## src/rtl/rst_pkg.sv

```systemverilog
/*
 * Constants for the reset-cause and regulator-mode block: register
 * indices, field positions, reset values, timing counts and state codes.
 * Assumes a 100 MHz system clock.
 */
package rst_pkg;

	// ------------------------------------------------------------------
	// Clock and bus geometry
	// ------------------------------------------------------------------
	localparam int unsigned CLK_MHZ = 100;
	localparam int unsigned ADDR_W  = 10;

	// Register indices; byte address is four times the index
	localparam logic [7:0] IDX_CAUSE   = 8'hdf;
	localparam logic [7:0] IDX_REGMODE = 8'hfa;
	localparam logic [7:0] IDX_CFG     = 8'h20;
	localparam logic [7:0] IDX_BOOTVEC = 8'h21;
	localparam logic [7:0] IDX_STATUS  = 8'h22;

	localparam logic [ADDR_W-1:0] ADR_CAUSE   = {IDX_CAUSE, 2'b00};
	localparam logic [ADDR_W-1:0] ADR_REGMODE = {IDX_REGMODE, 2'b00};
	localparam logic [ADDR_W-1:0] ADR_CFG     = {IDX_CFG, 2'b00};
	localparam logic [ADDR_W-1:0] ADR_BOOTVEC = {IDX_BOOTVEC, 2'b00};
	localparam logic [ADDR_W-1:0] ADR_STATUS  = {IDX_STATUS, 2'b00};

	// ------------------------------------------------------------------
	// Field positions
	// ------------------------------------------------------------------
	localparam int unsigned HS_READY_BIT  = 0;
	localparam int unsigned LOW_CUR_BIT   = 7;

	localparam int unsigned EX_BIT   = 0;
	localparam int unsigned SF_BIT   = 1;
	localparam int unsigned WD_BIT   = 2;
	localparam int unsigned BK_BIT   = 3;
	localparam int unsigned POF_BIT  = 4;
	localparam int unsigned BOF_BIT  = 5;
	localparam int unsigned BROWNOUT_IRQ_FLAG_BIT = 6;

	localparam int unsigned CFG_RPE_BIT   = 0;
	localparam int unsigned CFG_BRK_BIT   = 1;
	localparam int unsigned CFG_WD_BIT    = 2;
	localparam int unsigned CFG_BOI_BIT   = 3;
	localparam int unsigned CFG_BOOT_BIT  = 4;
	localparam int unsigned CFG_ISP_BIT   = 5;

	// ------------------------------------------------------------------
	// Reset values and masks
	// ------------------------------------------------------------------
	localparam logic [7:0]  CAUSE_MASK   = 8'h7f;
	localparam logic [7:0]  CAUSE_POR    = 8'h30;
	localparam logic [7:0]  CFG_MASK     = 8'h3f;
	localparam logic [7:0]  CFG_RST      = 8'h01;
	localparam logic [7:0]  BOOTVEC_RST  = 8'h1f;
	localparam logic [7:0]  BOOT_LOW     = 8'h00;
	localparam logic [15:0] RESET_VECTOR = 16'h0000;

	// ------------------------------------------------------------------
	// Timing
	// ------------------------------------------------------------------
	localparam int unsigned POR_HOLD_NS  = 1000;
	localparam int unsigned RST_PULSE_NS = 200;
	localparam int unsigned HS_SWITCH_NS = 500;
	localparam logic [7:0] POR_CYC   = 8'((POR_HOLD_NS * CLK_MHZ + 999) / 1000);
	localparam logic [7:0] PULSE_CYC = 8'((RST_PULSE_NS * CLK_MHZ + 999) / 1000);
	localparam logic [7:0] HS_CYC    = 8'((HS_SWITCH_NS * CLK_MHZ + 999) / 1000);

	// ------------------------------------------------------------------
	// State codes
	// ------------------------------------------------------------------
	typedef enum logic [2:0] {
		ST_POR   = 3'b001,
		ST_RESET = 3'b010,
		ST_RUN   = 3'b100
	} seq_state_t;

	typedef enum logic [1:0] {
		BUS_IDLE = 2'b01,
		BUS_ACK  = 2'b10
	} bus_state_t;

endpackage : rst_pkg

```

## src/rtl/sync2.sv

```systemverilog
/*
 * Two-flop level synchroniser for the shared reset pin.
 * Assumes the input is asynchronous to clk; resets to a released pin.
 */
`timescale 1ns/100ps
`default_nettype none

module sync2 (
	input  wire logic clk,
	input  wire logic srst,
	input  wire logic d,
	output logic      q
);
	logic meta_q;

	// First flop feeds only the second
	always_ff @(posedge clk) begin
		if (srst) begin
			meta_q <= 1'b1;
			q      <= 1'b1;
		end else begin
			meta_q <= d;
			q      <= meta_q;
		end
	end

endmodule : sync2

`default_nettype wire

```

## src/rtl/reset_source_and_regulator_ctrl.sv

```systemverilog
/*
 * Reset sequencer, reset-cause flags, shared reset pin function, reset
 * fetch vector and regulator mode control, with an Avalon-MM slave.
 * Assumes srst is the power-on reset and reset-source inputs are
 * single-cycle pulses on clk; the shared pin is asynchronous.
 */
// Chosen here: the Avalon-MM register port.
`timescale 1ns/100ps
`default_nettype none

// Overview of operation
// - Power-on leaves regulators in high speed
// - Bit 7 selects low current mode
// - Ready flag: set after switch back, cleared entering
// - Only power-on resets the mode bit and ready flag
// - Pin enable one: reset input, else plain input
// - Pin is reset input during power-on sequence
// - Only power-on overrides the pin function
// - One cause flag per reset source
// - Flags sticky, cleared by writing zero
// - Power-on sets power and brownout flags only
// - Watchdog reset flags behave like power-on
// - Other resets add their flag, keep others
// - Pin low at power-on end sets pin flag
// - Break resets only when enabled, sets flag
// - Watchdog flag valid only with its config
// - Brownout interrupt flag sticky until zero written
// - Boot address is vector byte then 00h
// - Boot fetch after break, boot status, programming
// - Brownout interrupt only when enable bit set
module reset_source_and_regulator_ctrl
	import rst_pkg::*;
(
	input  wire logic                 clk,
	input  wire logic                 srst,
	input  wire logic [ADDR_W-1:0]    address,
	input  wire logic                 read,
	input  wire logic                 write,
	input  wire logic [31:0]          writedata,
	input  wire logic [3:0]           byteenable,
	output logic      [31:0]          readdata,
	output logic                      waitrequest,
	input  wire logic                 shared_reset_pin_n,
	input  wire logic                 bod_reset,
	input  wire logic                 wdog_timeout,
	input  wire logic                 soft_reset_req,
	input  wire logic                 break_detect,
	input  wire logic                 brownout_irq_evt,
	output logic                      sys_reset,
	output logic                      pin_is_reset,
	output logic                      pin_digital_in,
	output logic                      regulator_low_current,
	output logic      [15:0]          fetch_addr
);
	import rst_pkg::*;

	// ------------------------------------------------------------------
	// Declarations
	// ------------------------------------------------------------------
	seq_state_t state_q;
	bus_state_t bus_q;
	logic [7:0] cnt_q;
	logic [7:0] cause_q;
	logic [7:0] cause_d;
	logic [7:0] cfg_q;
	logic [7:0] bootvec_q;
	logic       low_cur_q;
	logic       hs_ready_q;
	logic [7:0] sw_cnt_q;
	logic       brk_cause_q;
	logic [15:0] fetch_q;
	logic [31:0] rdata_q;
	logic       pin_gpio_q;
	logic       pin_n_s;
	logic       acc;
	logic       wr_en;
	logic       wr_cause;
	logic       wr_mode;
	logic       ext_evt;
	logic       bk_evt;
	logic       wd_evt;
	logic       any_evt;
	logic       boot_sel;
	logic       reset_pin_function_enable;

	function automatic logic [7:0] read_mux(input logic [ADDR_W-1:0] a,
			input logic [7:0] cause, input logic [7:0] mode,
			input logic [7:0] cfg, input logic [7:0] bv, input logic [7:0] st);
		case (a)
			ADR_CAUSE:   read_mux = cause & CAUSE_MASK;
			ADR_REGMODE: read_mux = mode;
			ADR_CFG:     read_mux = cfg & CFG_MASK;
			ADR_BOOTVEC: read_mux = bv;
			ADR_STATUS:  read_mux = st;
			default:     read_mux = 8'h00;
		endcase
	endfunction : read_mux

	sync2 u_pin_sync (
		.clk  (clk),
		.srst (srst),
		.d    (shared_reset_pin_n),
		.q    (pin_n_s)
	);

	// ------------------------------------------------------------------
	// Avalon-MM slave: one wait state per access
	// ------------------------------------------------------------------
	assign acc         = read | write;
	assign waitrequest = acc & (bus_q == BUS_IDLE);
	assign wr_en       = write & (bus_q == BUS_ACK) & byteenable[0];
	assign wr_cause    = wr_en & (address == ADR_CAUSE);
	assign wr_mode     = wr_en & (address == ADR_REGMODE);
	assign readdata    = rdata_q;

	always_ff @(posedge clk) begin
		if (srst) begin
			bus_q <= BUS_IDLE;
		end else begin
			case (bus_q)
				BUS_IDLE: bus_q <= acc ? BUS_ACK : BUS_IDLE;
				BUS_ACK:  bus_q <= BUS_IDLE;
				default:  bus_q <= BUS_IDLE;
			endcase
		end
	end

	// Unused upper bits and unmapped offsets read zero
	always_ff @(posedge clk) begin
		if (srst) begin
			rdata_q <= 32'h0000_0000;
		end else if (read && bus_q == BUS_IDLE) begin
			rdata_q <= {24'h00_0000, read_mux(address, cause_q,
				{low_cur_q, 6'h00, hs_ready_q}, cfg_q, bootvec_q,
				{4'h0, boot_sel, pin_n_s, pin_is_reset, sys_reset})};
		end
	end

	// ------------------------------------------------------------------
	// Configuration bytes, bus-writable, reset by power-on only
	// ------------------------------------------------------------------
	always_ff @(posedge clk) begin
		if (srst) begin
			cfg_q     <= CFG_RST;
			bootvec_q <= BOOTVEC_RST;
		end else if (wr_en && address == ADR_CFG) begin
			cfg_q <= writedata[7:0] & CFG_MASK;
		end else if (wr_en && address == ADR_BOOTVEC) begin
			bootvec_q <= writedata[7:0];
		end
	end

	assign reset_pin_function_enable = cfg_q[CFG_RPE_BIT];

	// ------------------------------------------------------------------
	// Shared pin function
	// ------------------------------------------------------------------
	// Power-on forces reset function; later resets keep config
	assign pin_is_reset = (state_q == ST_POR) | reset_pin_function_enable;
	assign pin_digital_in = pin_gpio_q;

	// Pin reads high while owned by the reset function
	always_ff @(posedge clk) begin
		if (srst) begin
			pin_gpio_q <= 1'b1;
		end else begin
			pin_gpio_q <= pin_is_reset ? 1'b1 : pin_n_s;
		end
	end

	// ------------------------------------------------------------------
	// Reset sequencer
	// ------------------------------------------------------------------
	assign ext_evt = reset_pin_function_enable & ~pin_n_s;
	assign bk_evt  = break_detect & cfg_q[CFG_BRK_BIT];
	assign wd_evt  = wdog_timeout;
	assign any_evt = ext_evt | bk_evt | wd_evt | bod_reset | soft_reset_req;
	assign sys_reset = (state_q != ST_RUN);

	always_ff @(posedge clk) begin
		if (srst) begin
			state_q <= ST_POR;
			cnt_q   <= POR_CYC;
		end else begin
			case (state_q)
				ST_POR: begin
					if (cnt_q > 8'h01) begin
						cnt_q <= cnt_q - 8'h01;
					end else begin
						// A pin still low keeps the part in reset
						state_q <= ext_evt ? ST_RESET : ST_RUN;
						cnt_q   <= 8'h00;
					end
				end
				ST_RESET: begin
					if (any_evt) begin
						cnt_q <= PULSE_CYC;
					end else if (cnt_q != 8'h00) begin
						cnt_q <= cnt_q - 8'h01;
					end else begin
						state_q <= ST_RUN;
					end
				end
				ST_RUN: begin
					if (any_evt) begin
						state_q <= ST_RESET;
						cnt_q   <= PULSE_CYC;
					end
				end
				default: begin
					state_q <= ST_POR;
					cnt_q   <= POR_CYC;
				end
			endcase
		end
	end

	// ------------------------------------------------------------------
	// Reset-cause flags
	// ------------------------------------------------------------------
	always_comb begin
		cause_d = cause_q;
		if (wr_cause) begin
			cause_d = cause_q & writedata[7:0];
		end
		if (state_q == ST_POR && cnt_q <= 8'h01 && !pin_n_s) begin
			cause_d[EX_BIT] = 1'b1;
		end
		if (state_q != ST_POR) begin
			// Events win over a clearing write in the same cycle
			if (ext_evt) cause_d[EX_BIT] = 1'b1;
			if (soft_reset_req) cause_d[SF_BIT] = 1'b1;
			if (bk_evt) cause_d[BK_BIT] = 1'b1;
			if (bod_reset) cause_d[BOF_BIT] = 1'b1;
			if (brownout_irq_evt && cfg_q[CFG_BOI_BIT]) begin
				cause_d[BROWNOUT_IRQ_FLAG_BIT] = 1'b1;
			end
			if (wd_evt) begin
				// Same pattern as power-on; watchdog flag only if configured
				cause_d = CAUSE_POR | {1'b0, cause_d[BROWNOUT_IRQ_FLAG_BIT], 6'h00} |
					{5'h00, cfg_q[CFG_WD_BIT], 2'b00};
			end
		end
		cause_d = cause_d & CAUSE_MASK;
	end

	always_ff @(posedge clk) begin
		if (srst) begin
			cause_q <= CAUSE_POR;
		end else begin
			cause_q <= cause_d;
		end
	end

	// ------------------------------------------------------------------
	// Reset fetch vector
	// ------------------------------------------------------------------
	assign boot_sel = brk_cause_q | cfg_q[CFG_BOOT_BIT] | cfg_q[CFG_ISP_BIT];
	assign fetch_addr = fetch_q;

	always_ff @(posedge clk) begin
		if (srst) begin
			brk_cause_q <= 1'b0;
		end else if (bk_evt && state_q != ST_POR) begin
			brk_cause_q <= 1'b1;
		end else if (state_q == ST_RUN) begin
			brk_cause_q <= 1'b0;
		end
	end

	// Latched as the core leaves reset
	always_ff @(posedge clk) begin
		if (srst) begin
			fetch_q <= RESET_VECTOR;
		end else if ((state_q == ST_POR && cnt_q <= 8'h01 && !ext_evt) ||
				(state_q == ST_RESET && cnt_q == 8'h00 && !any_evt)) begin
			fetch_q <= boot_sel ? {bootvec_q, BOOT_LOW} : RESET_VECTOR;
		end
	end

	// ------------------------------------------------------------------
	// Regulator mode; software keeps clock in range first
	// ------------------------------------------------------------------
	assign regulator_low_current = low_cur_q;

	// Kept across non-power-on resets so the ready flag stays put
	always_ff @(posedge clk) begin
		if (srst) begin
			low_cur_q  <= 1'b0;
			hs_ready_q <= 1'b1;
			sw_cnt_q   <= 8'h00;
		end else if (wr_mode) begin
			low_cur_q <= writedata[LOW_CUR_BIT];
			if (writedata[LOW_CUR_BIT]) begin
				hs_ready_q <= 1'b0;
				sw_cnt_q   <= 8'h00;
			end else if (low_cur_q) begin
				sw_cnt_q <= HS_CYC;
			end
		end else if (sw_cnt_q != 8'h00) begin
			sw_cnt_q <= sw_cnt_q - 8'h01;
			if (sw_cnt_q == 8'h01) begin
				hs_ready_q <= 1'b1;
			end
		end
	end
endmodule : reset_source_and_regulator_ctrl

`default_nettype wire

```

## config.mk

```make
export PLATFORM = sky130hd
export DESIGN_NAME = reset_source_and_regulator_ctrl
export DESIGN_NICKNAME = d
export VERILOG_FILES = /design/src/rtl/rst_pkg.sv /design/src/rtl/sync2.sv /design/src/rtl/reset_source_and_regulator_ctrl.sv
export SDC_FILE = /design/constraint.sdc
export NUM_CORES = 1
export LEC_CHECK = 0
export BUFFER_PORTS_ARGS = -buffer_cell sky130_fd_sc_hd__clkbuf_2
export CAP_MARGIN = 5
export CELL_PAD_IN_SITES_DETAIL_PLACEMENT = 0
export CELL_PAD_IN_SITES_GLOBAL_PLACEMENT = 1
export CORE_MARGIN = 2
export CORE_UTILIZATION = 33
export CTS_BUF_LIST = sky130_fd_sc_hd__clkbuf_16
export CTS_CLUSTER_SIZE = 14
export DETAILED_ROUTE_END_ITERATION = 8
export PLACE_DENSITY = 0.83
export SYNTH_ARGS = -nofsm -noshare
export SYNTH_HDL_FRONTEND = slang
export SYNTH_SLANG_ARGS = --single-unit
export TNS_END_PERCENT = 5
```

## constraint.sdc

```tcl
create_clock -name clk -period 1.86 [get_ports clk]
set_input_delay 0.093 -clock clk [delete_from_list [all_inputs] [get_ports clk]]
set_output_delay 0.093 -clock clk [all_outputs]
set_load 0.05 [all_outputs]
```

# Word-level counts from Yosys, hierarchy flattened
# Index checks and enable logic that the tools add are counted.
[word_totals] reg_bits=72 inputBits=56
[classes] add_sub_neg=2 n_lt_le_gt_ge=2 eq_ne=20 muxes=34 n_bitwise=20 reduce_logical=27
[ops] operator="2-to-1 mux 8 bit" count=8
[ops] operator="one-hot mux 8 bit (5 select lines)" count=1
[ops] operator="== test 10 x 8 -> 1 bit (second input constant)" count=3
[ops] operator="one-hot mux 8 bit (3 select lines)" count=1
[ops] operator="2-to-1 mux 7 bit" count=3
[ops] operator="== test 10 bit (second input constant)" count=2
[ops] operator="2-to-1 mux 16 bit" count=1
[ops] operator="nonzero test 8 bit" count=2
[ops] operator="subtractor 8 x 1 -> 8 bit (second input constant)" count=2
[ops] operator="2-to-1 mux 3 bit" count=5
[ops] operator="2-to-1 mux 1 bit" count=13
[ops] operator="logical AND 1 bit" count=10
[ops] operator="!= test 2 bit (second input constant)" count=5
[ops] operator="!= test 3 bit (second input constant)" count=3
[ops] operator="one-hot mux 3 bit (3 select lines)" count=1
[ops] operator="== test 8 x 1 -> 1 bit (second input constant)" count=1
[ops] operator="greater-than comparator 8 x 1 -> 1 bit (second input constant)" count=1
[ops] operator="<= comparator 8 x 1 -> 1 bit (second input constant)" count=1
[ops] operator="zero test 8 bit" count=1
[ops] operator="OR 1 bit" count=8
[ops] operator="AND 1 bit" count=7
[ops] operator="AND 7 bit" count=1
[ops] operator="OR 7 x 3 -> 7 bit" count=1
[ops] operator="AND reduction 2 bit" count=3
[ops] operator="14 further kinds" count=21

# Longest topological paths before layout
# Gate-level depths: netlist of run 1.
[logic_depth] word_depth=10 depth_mapped=8 ltp_nobuf=7

# By module
# Synthesis of run 1 repeated with hierarchy kept, for this count alone.
[unflattened] hier_cells=388 hier_area_um2=3310.7
[by_module_without_submodules] module="reset_source_and_regulator_ctrl" instances=1 cells_per_inst=384 area_each_um2=3258.1
[by_module_without_submodules] module="sync2" instances=1 cells_per_inst=4 area_each_um2=52.6

# Least setup slack after synthesis of run 1
# Ideal clock, no wire load.
[synth_timing] kind="register to register" start="register cnt_q[0]" end="register fetch_q[10], in the netlist fetch_addr[10]" arrival_ns=1.804 required_ns=1.728 path_slack_ns=-0.076 path_stages_with_launch=8 path_buffers=1 synth_period_minus_slack_ns=1.936 path_cell_list="dfxtp_1 > inv_1 > ha_1 > or3b_2 > clkbuf_1 > o32a_1 > o21ai_0 > a21oi_1"
[synth_via] elab_chain_len=4 elab_cells_between_ends=7 cone_classes="1 x order compare; 6 x reduce/logical"
[synth_lines] item="from (decl)" line_no="reset_source_and_regulator_ctrl.sv:62" text="logic [7:0] cnt_q;"
[synth_lines] item="from (signal assigned)" line_no="reset_source_and_regulator_ctrl.sv:188" text="cnt_q <= cnt_q - 8'h01;"
[synth_lines] item="from (signal assigned)" line_no="reset_source_and_regulator_ctrl.sv:199" text="cnt_q <= cnt_q - 8'h01;"
[synth_lines] item="<= comparator 8 x 1 -> 1 bit / zero test 8 bit (equally long branches)" line_no="reset_source_and_regulator_ctrl.sv:275, reset_source_and_regulator_ctrl.sv:276"
[synth_lines] item="logical AND 1 bit, on equally long branches (2 in series)" line_no="reset_source_and_regulator_ctrl.sv:275, reset_source_and_regulator_ctrl.sv:276"
[synth_lines] item="logical OR 1 bit (*)" line_no="reset_source_and_regulator_ctrl.sv:275" text="end else if ((state_q == ST_POR && cnt_q <= 8'h01 && !ext_evt) ||"
[synth_lines] item="to (signal assigned)" line_no="reset_source_and_regulator_ctrl.sv:277" text="fetch_q <= boot_sel ? {bootvec_q, BOOT_LOW} : RESET_VECTOR;"
[synth_lines] item="to (decl)" line_no="reset_source_and_regulator_ctrl.sv:71" text="logic [15:0] fetch_q;"
# Every way passes the cells marked *; elsewhere a longest branch is shown, timed or not.
# A chain may end at the register's enable or synchronous reset.

# Worst setup path in the final report of run 1
[layout_timing] start="register cnt_q[1]" end="register cnt_q[2]"
[layout_via] elab_chain_len=4 elab_cells_between_ends=9 cone_classes="1 x add/sub; 1 x order compare; 1 x eq/ne; 4 x mux; 2 x reduce/logical"
[layout_lines] item="subtractor 8 x 1 -> 8 bit" line_no="reset_source_and_regulator_ctrl.sv:188, reset_source_and_regulator_ctrl.sv:199"
[layout_lines] item="2-to-1 mux 8 bit" line_no="reset_source_and_regulator_ctrl.sv:198" text="end else if (cnt_q != 8'h00) begin"
[layout_lines] item="2-to-1 mux 8 bit" line_no="reset_source_and_regulator_ctrl.sv:196" text="if (any_evt) begin"
[layout_lines] item="one-hot mux 8 bit (3 select lines)" line_no="reset_source_and_regulator_ctrl.sv:185" text="case (state_q)"
# Several ways; a longest one is shown, not always the timed one. The select of a mux whose other input is x is not followed.

==> run metrics, run 1 <==
Synth Area in Simple Gates 0.258; status finished clean; CP Class reg -> reg; Clock Skew approximately 0.0045 ns; DRC 0; Worst Setup End Kind register; Pre-antenna DRT Iters 4; GPL Wtd Cong around 0.8; Final Cell Area between 4000 and 5000 µm²; core area 10200 µm²; beginning of the critical path cnt_q[1]$_SDFFE_PP0P_; FFs w/ async S/R, synth 0; initial antenna violation count 0; # diodes 0; max-cap violations 0; Synth Instances around 400; first-pass GRT wire length about 15 mm; Slew Limit Fails 0; Top Usage Layer GRT met2; grt total ovfl 0; min-delay src writedata[4]; die area 11200 µm²; DRT Wirelength 9.30 mm; synth top area cells dfxtp_1 (37%), buf_4 (7.0%), a21oi_1 (5.4%), o21ai_0 (4.0%), nand2_1 (3.2%); register bit total from synthesis 64; Max VDD drop approximately 580 µV; pin count of the biggest net entering global routing 30; Post-DRT Antenna Nets 0; Port Buf Inserts 49; Setup-failing EPs final 0; Rows 37; GR Util All Layers 0.170; Synth cell types a little over 60; Post-synth EDFFs 0; Final Hold Fails 0; Post-Route Utilization 0.422; Critical Path Slowest Stage Cell dfxtp_1; htree depth 3; placed instance area ~3900 µm²; area delta synth->final 25.7%; crit path DAT around 2.1 ns; top_reg_cell synth dfxtp_1; slew margin rel. 0.618; Ports between 100 and 150; vias per cell ~5.2; WL/cell ~15 µm; GR Util met3 0.0489; Post-Synth Adder-Cell Area 0.0146; Post-Syn Area approximately 3400 µm²; Worst Hold Endpoint cfg_q[4]$_SDFFE_PP0P_; Pleak around 1.7 nW; clk sinks 64; Cell Count, Final, Fillers Out just over 600; r2r endpoint cnt_q[2]$_SDFFE_PP1P_; RSZ-0062 raised after global routing yes; Yosys top cell by area dfxtp_1; reg2reg start cnt_q[1]$_SDFFE_PP0P_; met1 track demand over resource 0.223; number of global-route vias before repair between 3000 and 4000; share of the synthesized area in the top cell type 0.375; Worst R2R Setup Slack roughly 0.025 ns; Worst Path Buf+Inv 3; worst path cell trace inv_1 -> buf_4 -> ha_1 -> or2_2 -> a31oi_4 -> buf_6 -> nor2_1 -> a211oi_1 -> a221o_1; proportion of layout cells with a drive suffix above 1 0.270; delay-heaviest family, CP compound AO/OA/AOI/OAI gates; worst hold path type in -> reg; register area share after synthesis 0.375; CTS tree yes; CTS Buf Count 9; hold-critical path depth 3; Worst-Skew Late Latency approximately 0.32 ns; multiplexer area fraction after synthesis 0.00878; vias between 3000 and 4000; Initial Util 0.336; compound-gate portion of the synthesized area 0.221; final setup margin between 0.02 and 0.03 ns; Synth Area in XOR/XNOR 0.0128; met2 usage 0.279; placed cells a little over 600; Fillers 1032; power per cell area about 1200 nW/µm²; yosys warns 0; Final nets 542; largest family of logic cells by synthesized area simple AND/OR/NAND/NOR gates; fin crit period 1.83 ns; Worst-path clk slew roughly 0.05 ns; FMAX ~540 MHz; Worst Path Max Fanout 7; pre-CTS setup slack -0.107 ns; period utilization 0.987; worst-margin pin slew ~0.57 ns; DRT iter0 DRCs 200; CTS max path bufs 2; critical path launch point type register; Clock Tree Root clkbuf_16; Mean Syn Cell Area 8.47 µm²; dpl hpwl 6.95 mm; Die Wd roughly 110 µm; total power draw around 5 mW; height of the die about 110 µm; R2R depth 9; Critical Path Max Stage Delay approximately 0.33 ns; CP required around 2.1 ns
[cell families (layout without fill, tap and decap cells)]
| kind of cell | count (synthesis) | in the layout |
|---|---|---|
| mux | 3 | 3 |
| compound gates | 112 | 112 |
| buf+inv | 64 | 115 |
| fa+ha+maj | 4 | 4 |
| flops | 64 | 64 |
| other cells | 1 | 32 |
| simple gates | 151 | 151 |
| xor+xnor | 5 | 5 |
[layout make-up]
type / count / area (µm²) / share of cell area
timing repair buffer: 92 / 574 / 0.134
clock inverter: 6 / 76.3 / 0.0178
tap: 136 / 170 / 0.0396
multi-input combinational: 307 / 1940 / 0.451
sequential: 64 / 1280 / 0.298
inverter: 8 / 30.0 / 0.00698
clock buffer: 9 / 225 / 0.0524
[registers in the layout, indices dropped and copies added, names as in the netlist]
register               flops
brk_cause_q                1
hs_ready_q                 1
bootvec_q                  8
pin_digital_in             1
u_pin_sync.meta_q          1
u_pin_sync.q               1
regulator_low_current      1
state_q                    3
cfg_q                      6
cnt_q                      8
sw_cnt_q                   8
readdata                   8
bus_q                      2
cause_q                    7
fetch_addr                 8
[how the worst max path moves through the flow]
stage                                   to  slack, ns  cells past startpoint
3_3_place_gp      readdata[0]$_SDFFE_PP0P_      -0.08                      6
3_5_place_dp      readdata[0]$_SDFFE_PP0P_      -0.11                      6
4_1_cts        fetch_addr[15]$_SDFFE_PP0P_      0.006                      6
2_1_floorplan  fetch_addr[12]$_SDFFE_PP0P_      -0.03                      7
5_1_grt              cnt_q[2]$_SDFFE_PP1P_      -0.05                      9
6_report             cnt_q[2]$_SDFFE_PP1P_       0.03                      9
[per-layer routing]
metal,wire length [µm],up-vias
met5,0,-
met1,4210,1535
met2,4490,92
met3,517,8
li1,-,1572
met4,83,0
[placed cells by master, fill, tap and decap left out, drive strengths merged, types with 3 or more instances in the layout]
cell type,Yosys,final
nor4b,4,4
conb,1,32
buf,37,42
nor3b,6,6
dfxtp,64,64
inv,8,9
a211o,3,3
or2,4,4
nor3,9,9
a211oi,12,12
nor4,6,6
a222oi,3,3
nor2,29,29
nand3b,8,8
or3,5,5
a22oi,3,3
nor2b,4,4
o211ai,3,3
a21oi,38,38
a221o,4,4
or3b,4,4
mux2i,3,3
nand2b,4,4
o21ai,27,27
nand3,16,16
clkbuf,19,58
or4,4,4
clkinv,0,3
nand2,29,29
ha,4,4
xnor2,3,3
nand4,9,9
[synthesized netlist by cell type, types with 5 or more instances]
master	instances
dfxtp_1	64
a21oi_1	37
buf_4	32
nand2_1	29
nor2_1	29
o21ai_0	27
clkbuf_1	18
nand3_1	16
a211oi_1	12
nor3_1	9
inv_1	8
nand3b_1	8
nand4_1	8
nor3b_1	6
or3_1	5
[worst register-to-register path: stages, from the launching register on]
cell and delay [ns]:
dfxtp_1 0.33, inv_1 0.06, buf_4 0.12, ha_1 0.16, or2_2 0.32, a31oi_4 0.20, buf_6 0.15, nor2_1 0.04
a211oi_1 0.20, a221o_1 0.19
[report_power, final]
group          internal [mW]  total [mW]  switching [mW]
clock                   1.15        1.73           0.587
sequential              1.53        1.71           0.182
combinational          0.669        1.57           0.901
[per-stage QoR]
stage | hold slack (ns) | setup TNS, ns
after global placement | 0.287 | -0.166
after detailed placement | 0.288 | -0.580
after floorplan | 0.197 | -0.208
final | 0.0333 | 0
after CTS | 0.0259 | 0
after global routing | 0.0340 | -0.300
[what timing repair did]
action / in CTS / in global routing
hold endpoints to repair: 1 / 0
pin swaps: 3 / 3
gates resized for setup: 2 / 17
setup endpoints to repair: 9 / 21
setup buffers: 0 / 2
hold buffers: 1 / 0
(Power assumes the default switching activity.)
==> run 2, diff against run 1 <==
CORE_UTILIZATION = 37   (was 33)
PLACE_DENSITY = 0.88   (was 0.83)
clock period = 1.8 ns   (was 1.86 ns; I/O delays follow)
==> run 2 against run 1 <==
Global-route usage rose by 1.2 points. First-iteration DRC count grew 33%. Final cell count fell by 2.6%. Via count is 1.1% higher. Non-clock buffer count up 9. Critical path type unchanged. Utilization increased by 5.1 points. Register-to-register slack got worse by 0.02 ns. Clock power fell by 11%. Count of clock-buffer cells in the layout is the same. Worst hold slack got worse by 0.0013 ns. Setup slack got worse by 0.024 ns. Largest cell class unchanged.
==> run metrics, run 2 (synthesis gave the netlist of run 1 again) <==
core area 9110 µm²; WL/cell about 15 µm; height of the die approximately 100 µm; Worst R2R Setup Slack 0.002 ns; Internal Pwr Total ~3.2 mW; dpl hpwl between 6 and 7 mm; R2R depth 5; Hold Slack ~0.032 ns; initial antenna violation count 0; Switching Power between 1.5 and 2 mW; placed instance area around 4000 µm²; Post-DRT Antenna Nets 0; switching portion of total power 0.352; htree depth 3; fin crit period approximately 1.8 ns; Worst Path Buf+Inv 1; Initial Util 0.376; commonest non-fill, non-tap cell in the layout dfxtp_1; GR Util All Layers 0.182; Final Cell Area roughly 4300 µm²; pin count of the biggest net entering global routing 24; Rows 35; slew margin rel. 0.639; grt total ovfl 0; die area about 10000 µm²; total power draw around 5 mW; GPL Wtd Cong 0.830; Pleak 1.75 nW; worst hold path type in -> reg; CTS tree yes; Cell Count, Final, Fillers Out around 600; register share of total power 0.349; status finished clean; Final Hold Fails 0; Worst Setup End Kind register; Worst-Skew Late Latency between 0.3 and 0.4 ns; Fin Setup TNS 0 ns; Port Buf Inserts 49; DRT iter0 DRCs roughly 270; area delta synth->final 26.1%; Clock Tree Root clkbuf_16; most frequent cells in the layout dfxtp_1 (63), buf_4 (51), clkbuf_2 (48), a21oi_1 (36), conb_1 (32); pre-CTS setup slack -0.146 ns; Die Wd ~100 µm; Setup-failing EPs final 0; Worst Path Max Fanout 6; worst-margin pin slew ~0.54 ns; Max VDD drop 555 µV; Worst-path clk slew 0.05 ns; power per cell area roughly 1200 nW/µm²; Worst Setup EP state_q[2]$_SDFFE_PP0P_; RSZ-0062 raised after global routing yes; worst path cell trace a211o_1 -> or3_4 -> buf_4 -> o31ai_1 -> nor4bb_2; Critical Path Stages 5; Pre-antenna DRT Iters 5; CP Class reg -> reg; DRT Wirelength 8.96 mm; Comb power frac 0.342; max-cap violations 0; beginning of the critical path cfg_q[1]$_SDFFE_PP0P_; Final nets roughly 550; # diodes 0; number of global-route vias before repair between 3000 and 4000; FMAX between 500 and 600 MHz; vias between 3000 and 4000; r2r endpoint state_q[2]$_SDFFE_PP0P_; delay-heaviest family, CP simple AND/OR/NAND/NOR gates; reg2reg start cfg_q[1]$_SDFFE_PP0P_; clock share of power 0.309; final setup margin 0.00155 ns; Ports approximately 110; vias per cell ~5.4; CP required about 2.0 ns; placed cells 590; Critical Path Slowest Stage Cell or3_4; CTS max path bufs 2; Clock Skew a little under 0.007 ns; critical path launch point type register; first-pass GRT wire length between 10 and 15 mm; proportion of layout cells with a drive suffix above 1 0.291; crit path DAT about 2 ns; DRC 0; clk sinks 64; CTS Buf Count 9; Post-CTS Setup Bufs 0; period utilization 0.999; Slew Limit Fails 0; Post-Route Utilization 0.473; Critical Path Max Stage Delay between 0.3 and 0.4 ns
==> run 2: worst min path at each step <==
stage          depth (start not counted)               start                      endpoint  slack [ns]
2_1_floorplan                          1  shared_reset_pin_n  u_pin_sync.meta_q$_SDFF_PP1_        0.19
3_3_place_gp                           2  shared_reset_pin_n  u_pin_sync.meta_q$_SDFF_PP1_        0.28
3_5_place_dp                           2  shared_reset_pin_n  u_pin_sync.meta_q$_SDFF_PP1_        0.28
4_1_cts                                3        writedata[5]         cfg_q[5]$_SDFFE_PP0P_        0.03
5_1_grt                                3      soft_reset_req         cause_q[1]$_SDFF_PP0_        0.04
6_report                               3        writedata[5]         cfg_q[5]$_SDFFE_PP0P_        0.03
==> run 2: cell type report <==
type | instances | area (µm²)
multi-input cells | 307 | 1960
repair buffers | 101 | 638
flip-flops and latches | 64 | 1280
clock inverters | 6 | 37.5
inverters | 8 | 30.0
fillers | 910 | 4800
well taps | 111 | 139
clock buffers | 9 | 225
==> run 2: power by group through the flow <==
| stage | Sequential, mW | Combinational, mW | Clock, mW |
|---|---|---|---|
| 2_1_floorplan | 1.74 | 1.22 | 0 |
| 3_3_place_gp | 1.75 | 1.59 | 0 |
| 3_5_place_dp | 1.76 | 1.63 | 0 |
| 4_1_cts | 1.73 | 1.65 | 1.58 |
| 5_1_grt | 1.77 | 1.89 | 1.64 |
| 6_report | 1.75 | 1.71 | 1.54 |
==> run 2: what timing repair did <==
| item | in CTS | in global routing |
|---|---|---|
| pin swaps | 0 | 2 |
| resized for setup | 3 | 11 |
| hold buffers | 1 | 0 |
| setup endpoints to repair | 10 | 23 |
| hold endpoints to repair | 1 | 0 |
==> run 2: tightest hold or removal path, cell delays in order <==
cell      delay (ns)
clkbuf_2        0.10
nand3_1         0.06
a21oi_1         0.05
==> run 2: routing by layer <==
| layer | global-route usage | vias to the layer above | part of all wire | wire (µm) |
|---|---|---|---|---|
| li1 | - | 1592 | - | - |
| met1 | 0.235 | 1528 | 0.45 | 4010 |
| met2 | 0.300 | 112 | 0.47 | 4210 |
| met3 | 0.0467 | 11 | 0.067 | 603 |
| met4 | 0.0537 | 0 | 0.015 | 132 |
| met5 | 0 | - | 0 | 0 |
==> run 3, diff against run 2 <==
CELL_PAD_IN_SITES_DETAIL_PLACEMENT = default   (was 0)
CELL_PAD_IN_SITES_GLOBAL_PLACEMENT = default   (was 1)
CORE_UTILIZATION = 42   (was 37)
PLACE_DENSITY = 0.76   (was 0.88)
==> run 3 against run 2 <==
Wire length is 1.3% higher. Cell area down 0.32%. Final cell count decreased by 2.0%. Via count rose by 1.6%. Clock power down 3%. Register-to-register slack gained 0.03 ns. Power increased by 0.62%. Sequential share of layout area is 0.15 points higher. Clock skew fell by 0.00066 ns. Critical path type unchanged. Critical endpoint is now fetch_addr[11]$_SDFFE_PP0P_.
==> run metrics, run 3 (synthesis gave the netlist of run 1 again) <==
status finished clean; power per cell area 1170 nW/µm²; fin crit period 1.77 ns; Final Cell Area about 4300 µm²; Switching Power 1.77 mW; die area approximately 8900 µm²; Worst Setup End Kind register; CP required 2.06 ns; Final Hold Fails 0; DRT iter0 DRCs 248; Max VDD drop 892 µV; first-pass GRT wire length around 14 mm; clk sinks 64; Rows 32; dpl hpwl ~6.5 mm; placed instance area approximately 3900 µm²; CP Class reg -> reg; reg2reg start cfg_q[1]$_SDFFE_PP0P_; area delta synth->final 25.7%; Slew Limit Fails 0; switching portion of total power 0.351; R2R depth 5; height of the die between 90 and 100 µm; Pre-antenna DRT Iters 5; Worst-Skew Late Latency 0.32 ns; FMAX between 500 and 600 MHz; grt total ovfl 0; Pleak approximately 1.7 nW; Initial Util 0.438; register share of total power 0.350; # diodes 0; min-delay src writedata[6]; Clock Tree Root clkbuf_16; pin count of the biggest net entering global routing 22; Fin Setup TNS 0 ns; vias per cell between 5 and 6; proportion of layout cells with a drive suffix above 1 0.291; most frequent cells in the layout dfxtp_1 (61), clkbuf_2 (49), buf_4 (47), a21oi_1 (34), conb_1 (32); Worst Path Max Fanout 8; GPL Wtd Cong a little under 0.9; Critical Path Slowest Stage Cell or3_4; Setup-failing EPs final 0; Internal Pwr Total ~3.3 mW; CTS max path bufs 2; slew margin rel. 0.679; vias around 3300; worst path cell trace a211o_1 -> or3_4 -> o32ai_4 -> nand4_1 -> a21oi_2; period utilization 0.984; CTS tree yes; Critical Path Max Stage Delay 0.40 ns; Worst-path clk slew approximately 0.05 ns; Die Wd between 90 and 100 µm; max-cap violations 0; number of global-route vias before repair between 3000 and 4000; Clock Skew approximately 0.0061 ns; Post-DRT Antenna Nets 0; WL/cell around 15 µm; Worst R2R Setup Slack a little under 0.03 ns; core area 7810 µm²; beginning of the critical path cfg_q[1]$_SDFFE_PP0P_; RSZ-0062 raised after global routing yes; critical path launch point type register; GR Util All Layers 0.206; initial antenna violation count 0; htree depth 3; clock share of power 0.296; crit path DAT 2.03 ns; DRC 0; worst hold path type in -> reg; commonest non-fill, non-tap cell in the layout dfxtp_1; worst-margin pin slew between 0.4 and 0.5 ns; r2r endpoint fetch_addr[11]$_SDFFE_PP0P_; Final nets between 500 and 600; Worst Setup EP fetch_addr[11]$_SDFFE_PP0P_; DRT Wirelength roughly 9.1 mm; Comb power frac 0.355; CTS Buf Count 9; Ports 109; Port Buf Inserts 49
-- run 3: timing repair --
item / CTS / global route
pin swaps: 3 / 7
hold endpoints to repair: 1 / 0
buffers inserted: 0 / 1
setup endpoints to repair: 9 / 24
gates resized for setup: 2 / 18
hold buffers: 1 / 0
-- run 3: final cells by class --
cell class,instances,area [µm²]
multi-input cells,307,1990
repair buffers,97,608
clock buffers,9,225
inverters,8,30.0
clock inverters,7,31.3
fillers,764,3510
flip-flops and latches,64,1280
well taps,102,128
-- run 3: through the flow --
stage | total power [mW] | hold WS (ns) | setup slack, ns | cells | util
3_5_place_dp | 3.40 | 0.283 | -0.185 | 576 | 0.504
4_1_cts | 4.91 | 0.0258 | -0.0400 | 593 | 0.540
3_3_place_gp | 3.33 | 0.282 | -0.133 | 576 | 0.504
5_1_grt | 5.32 | 0.0382 | -0.0930 | 594 | 0.551
2_1_floorplan | 2.96 | 0.194 | -0.00235 | 435 | -
6_report | 5.03 | 0.0298 | 0.0296 | 594 | 0.551
-- run 3: metal layers --
layer | vias up | GRT usage | part of all wire
met1 | 1583 | 0.257 | 0.43
met4 | 0 | 0.0543 | 0.016
met2 | 106 | 0.351 | 0.49
li1 | 1591 | - | -
met5 | - | 0 | 0
met3 | 15 | 0.0538 | 0.062
-- run 3: how the worst min path moves through the flow --
stage / end / slack, ns / cells past startpoint
finish: bootvec_q[6]$_SDFFE_PP0P_ / 0.03 / 3
global route: cause_q[1]$_SDFF_PP0_ / 0.04 / 3
CTS: bootvec_q[6]$_SDFFE_PP0P_ / 0.03 / 3
detailed placement: u_pin_sync.meta_q$_SDFF_PP1_ / 0.28 / 2
global placement: u_pin_sync.meta_q$_SDFF_PP1_ / 0.28 / 2
floorplan: u_pin_sync.meta_q$_SDFF_PP1_ / 0.19 / 1
-- run 3: power by group through the flow --
stage	registers [mW]	clock network, mW	logic, mW
finish	1.76	1.49	1.78
detailed placement	1.77	0	1.63
global route	1.78	1.57	1.97
CTS	1.74	1.51	1.66
global placement	1.75	0	1.58
floorplan	1.74	0	1.22
-- run 3: critical path: cells and delay by family (launching register included) --
kind	cells	cell delay [ns]
AO/OA/AOI/OAI	3	0.82
AND/OR/NAND/NOR	2	0.58
flip-flops	1	0.31
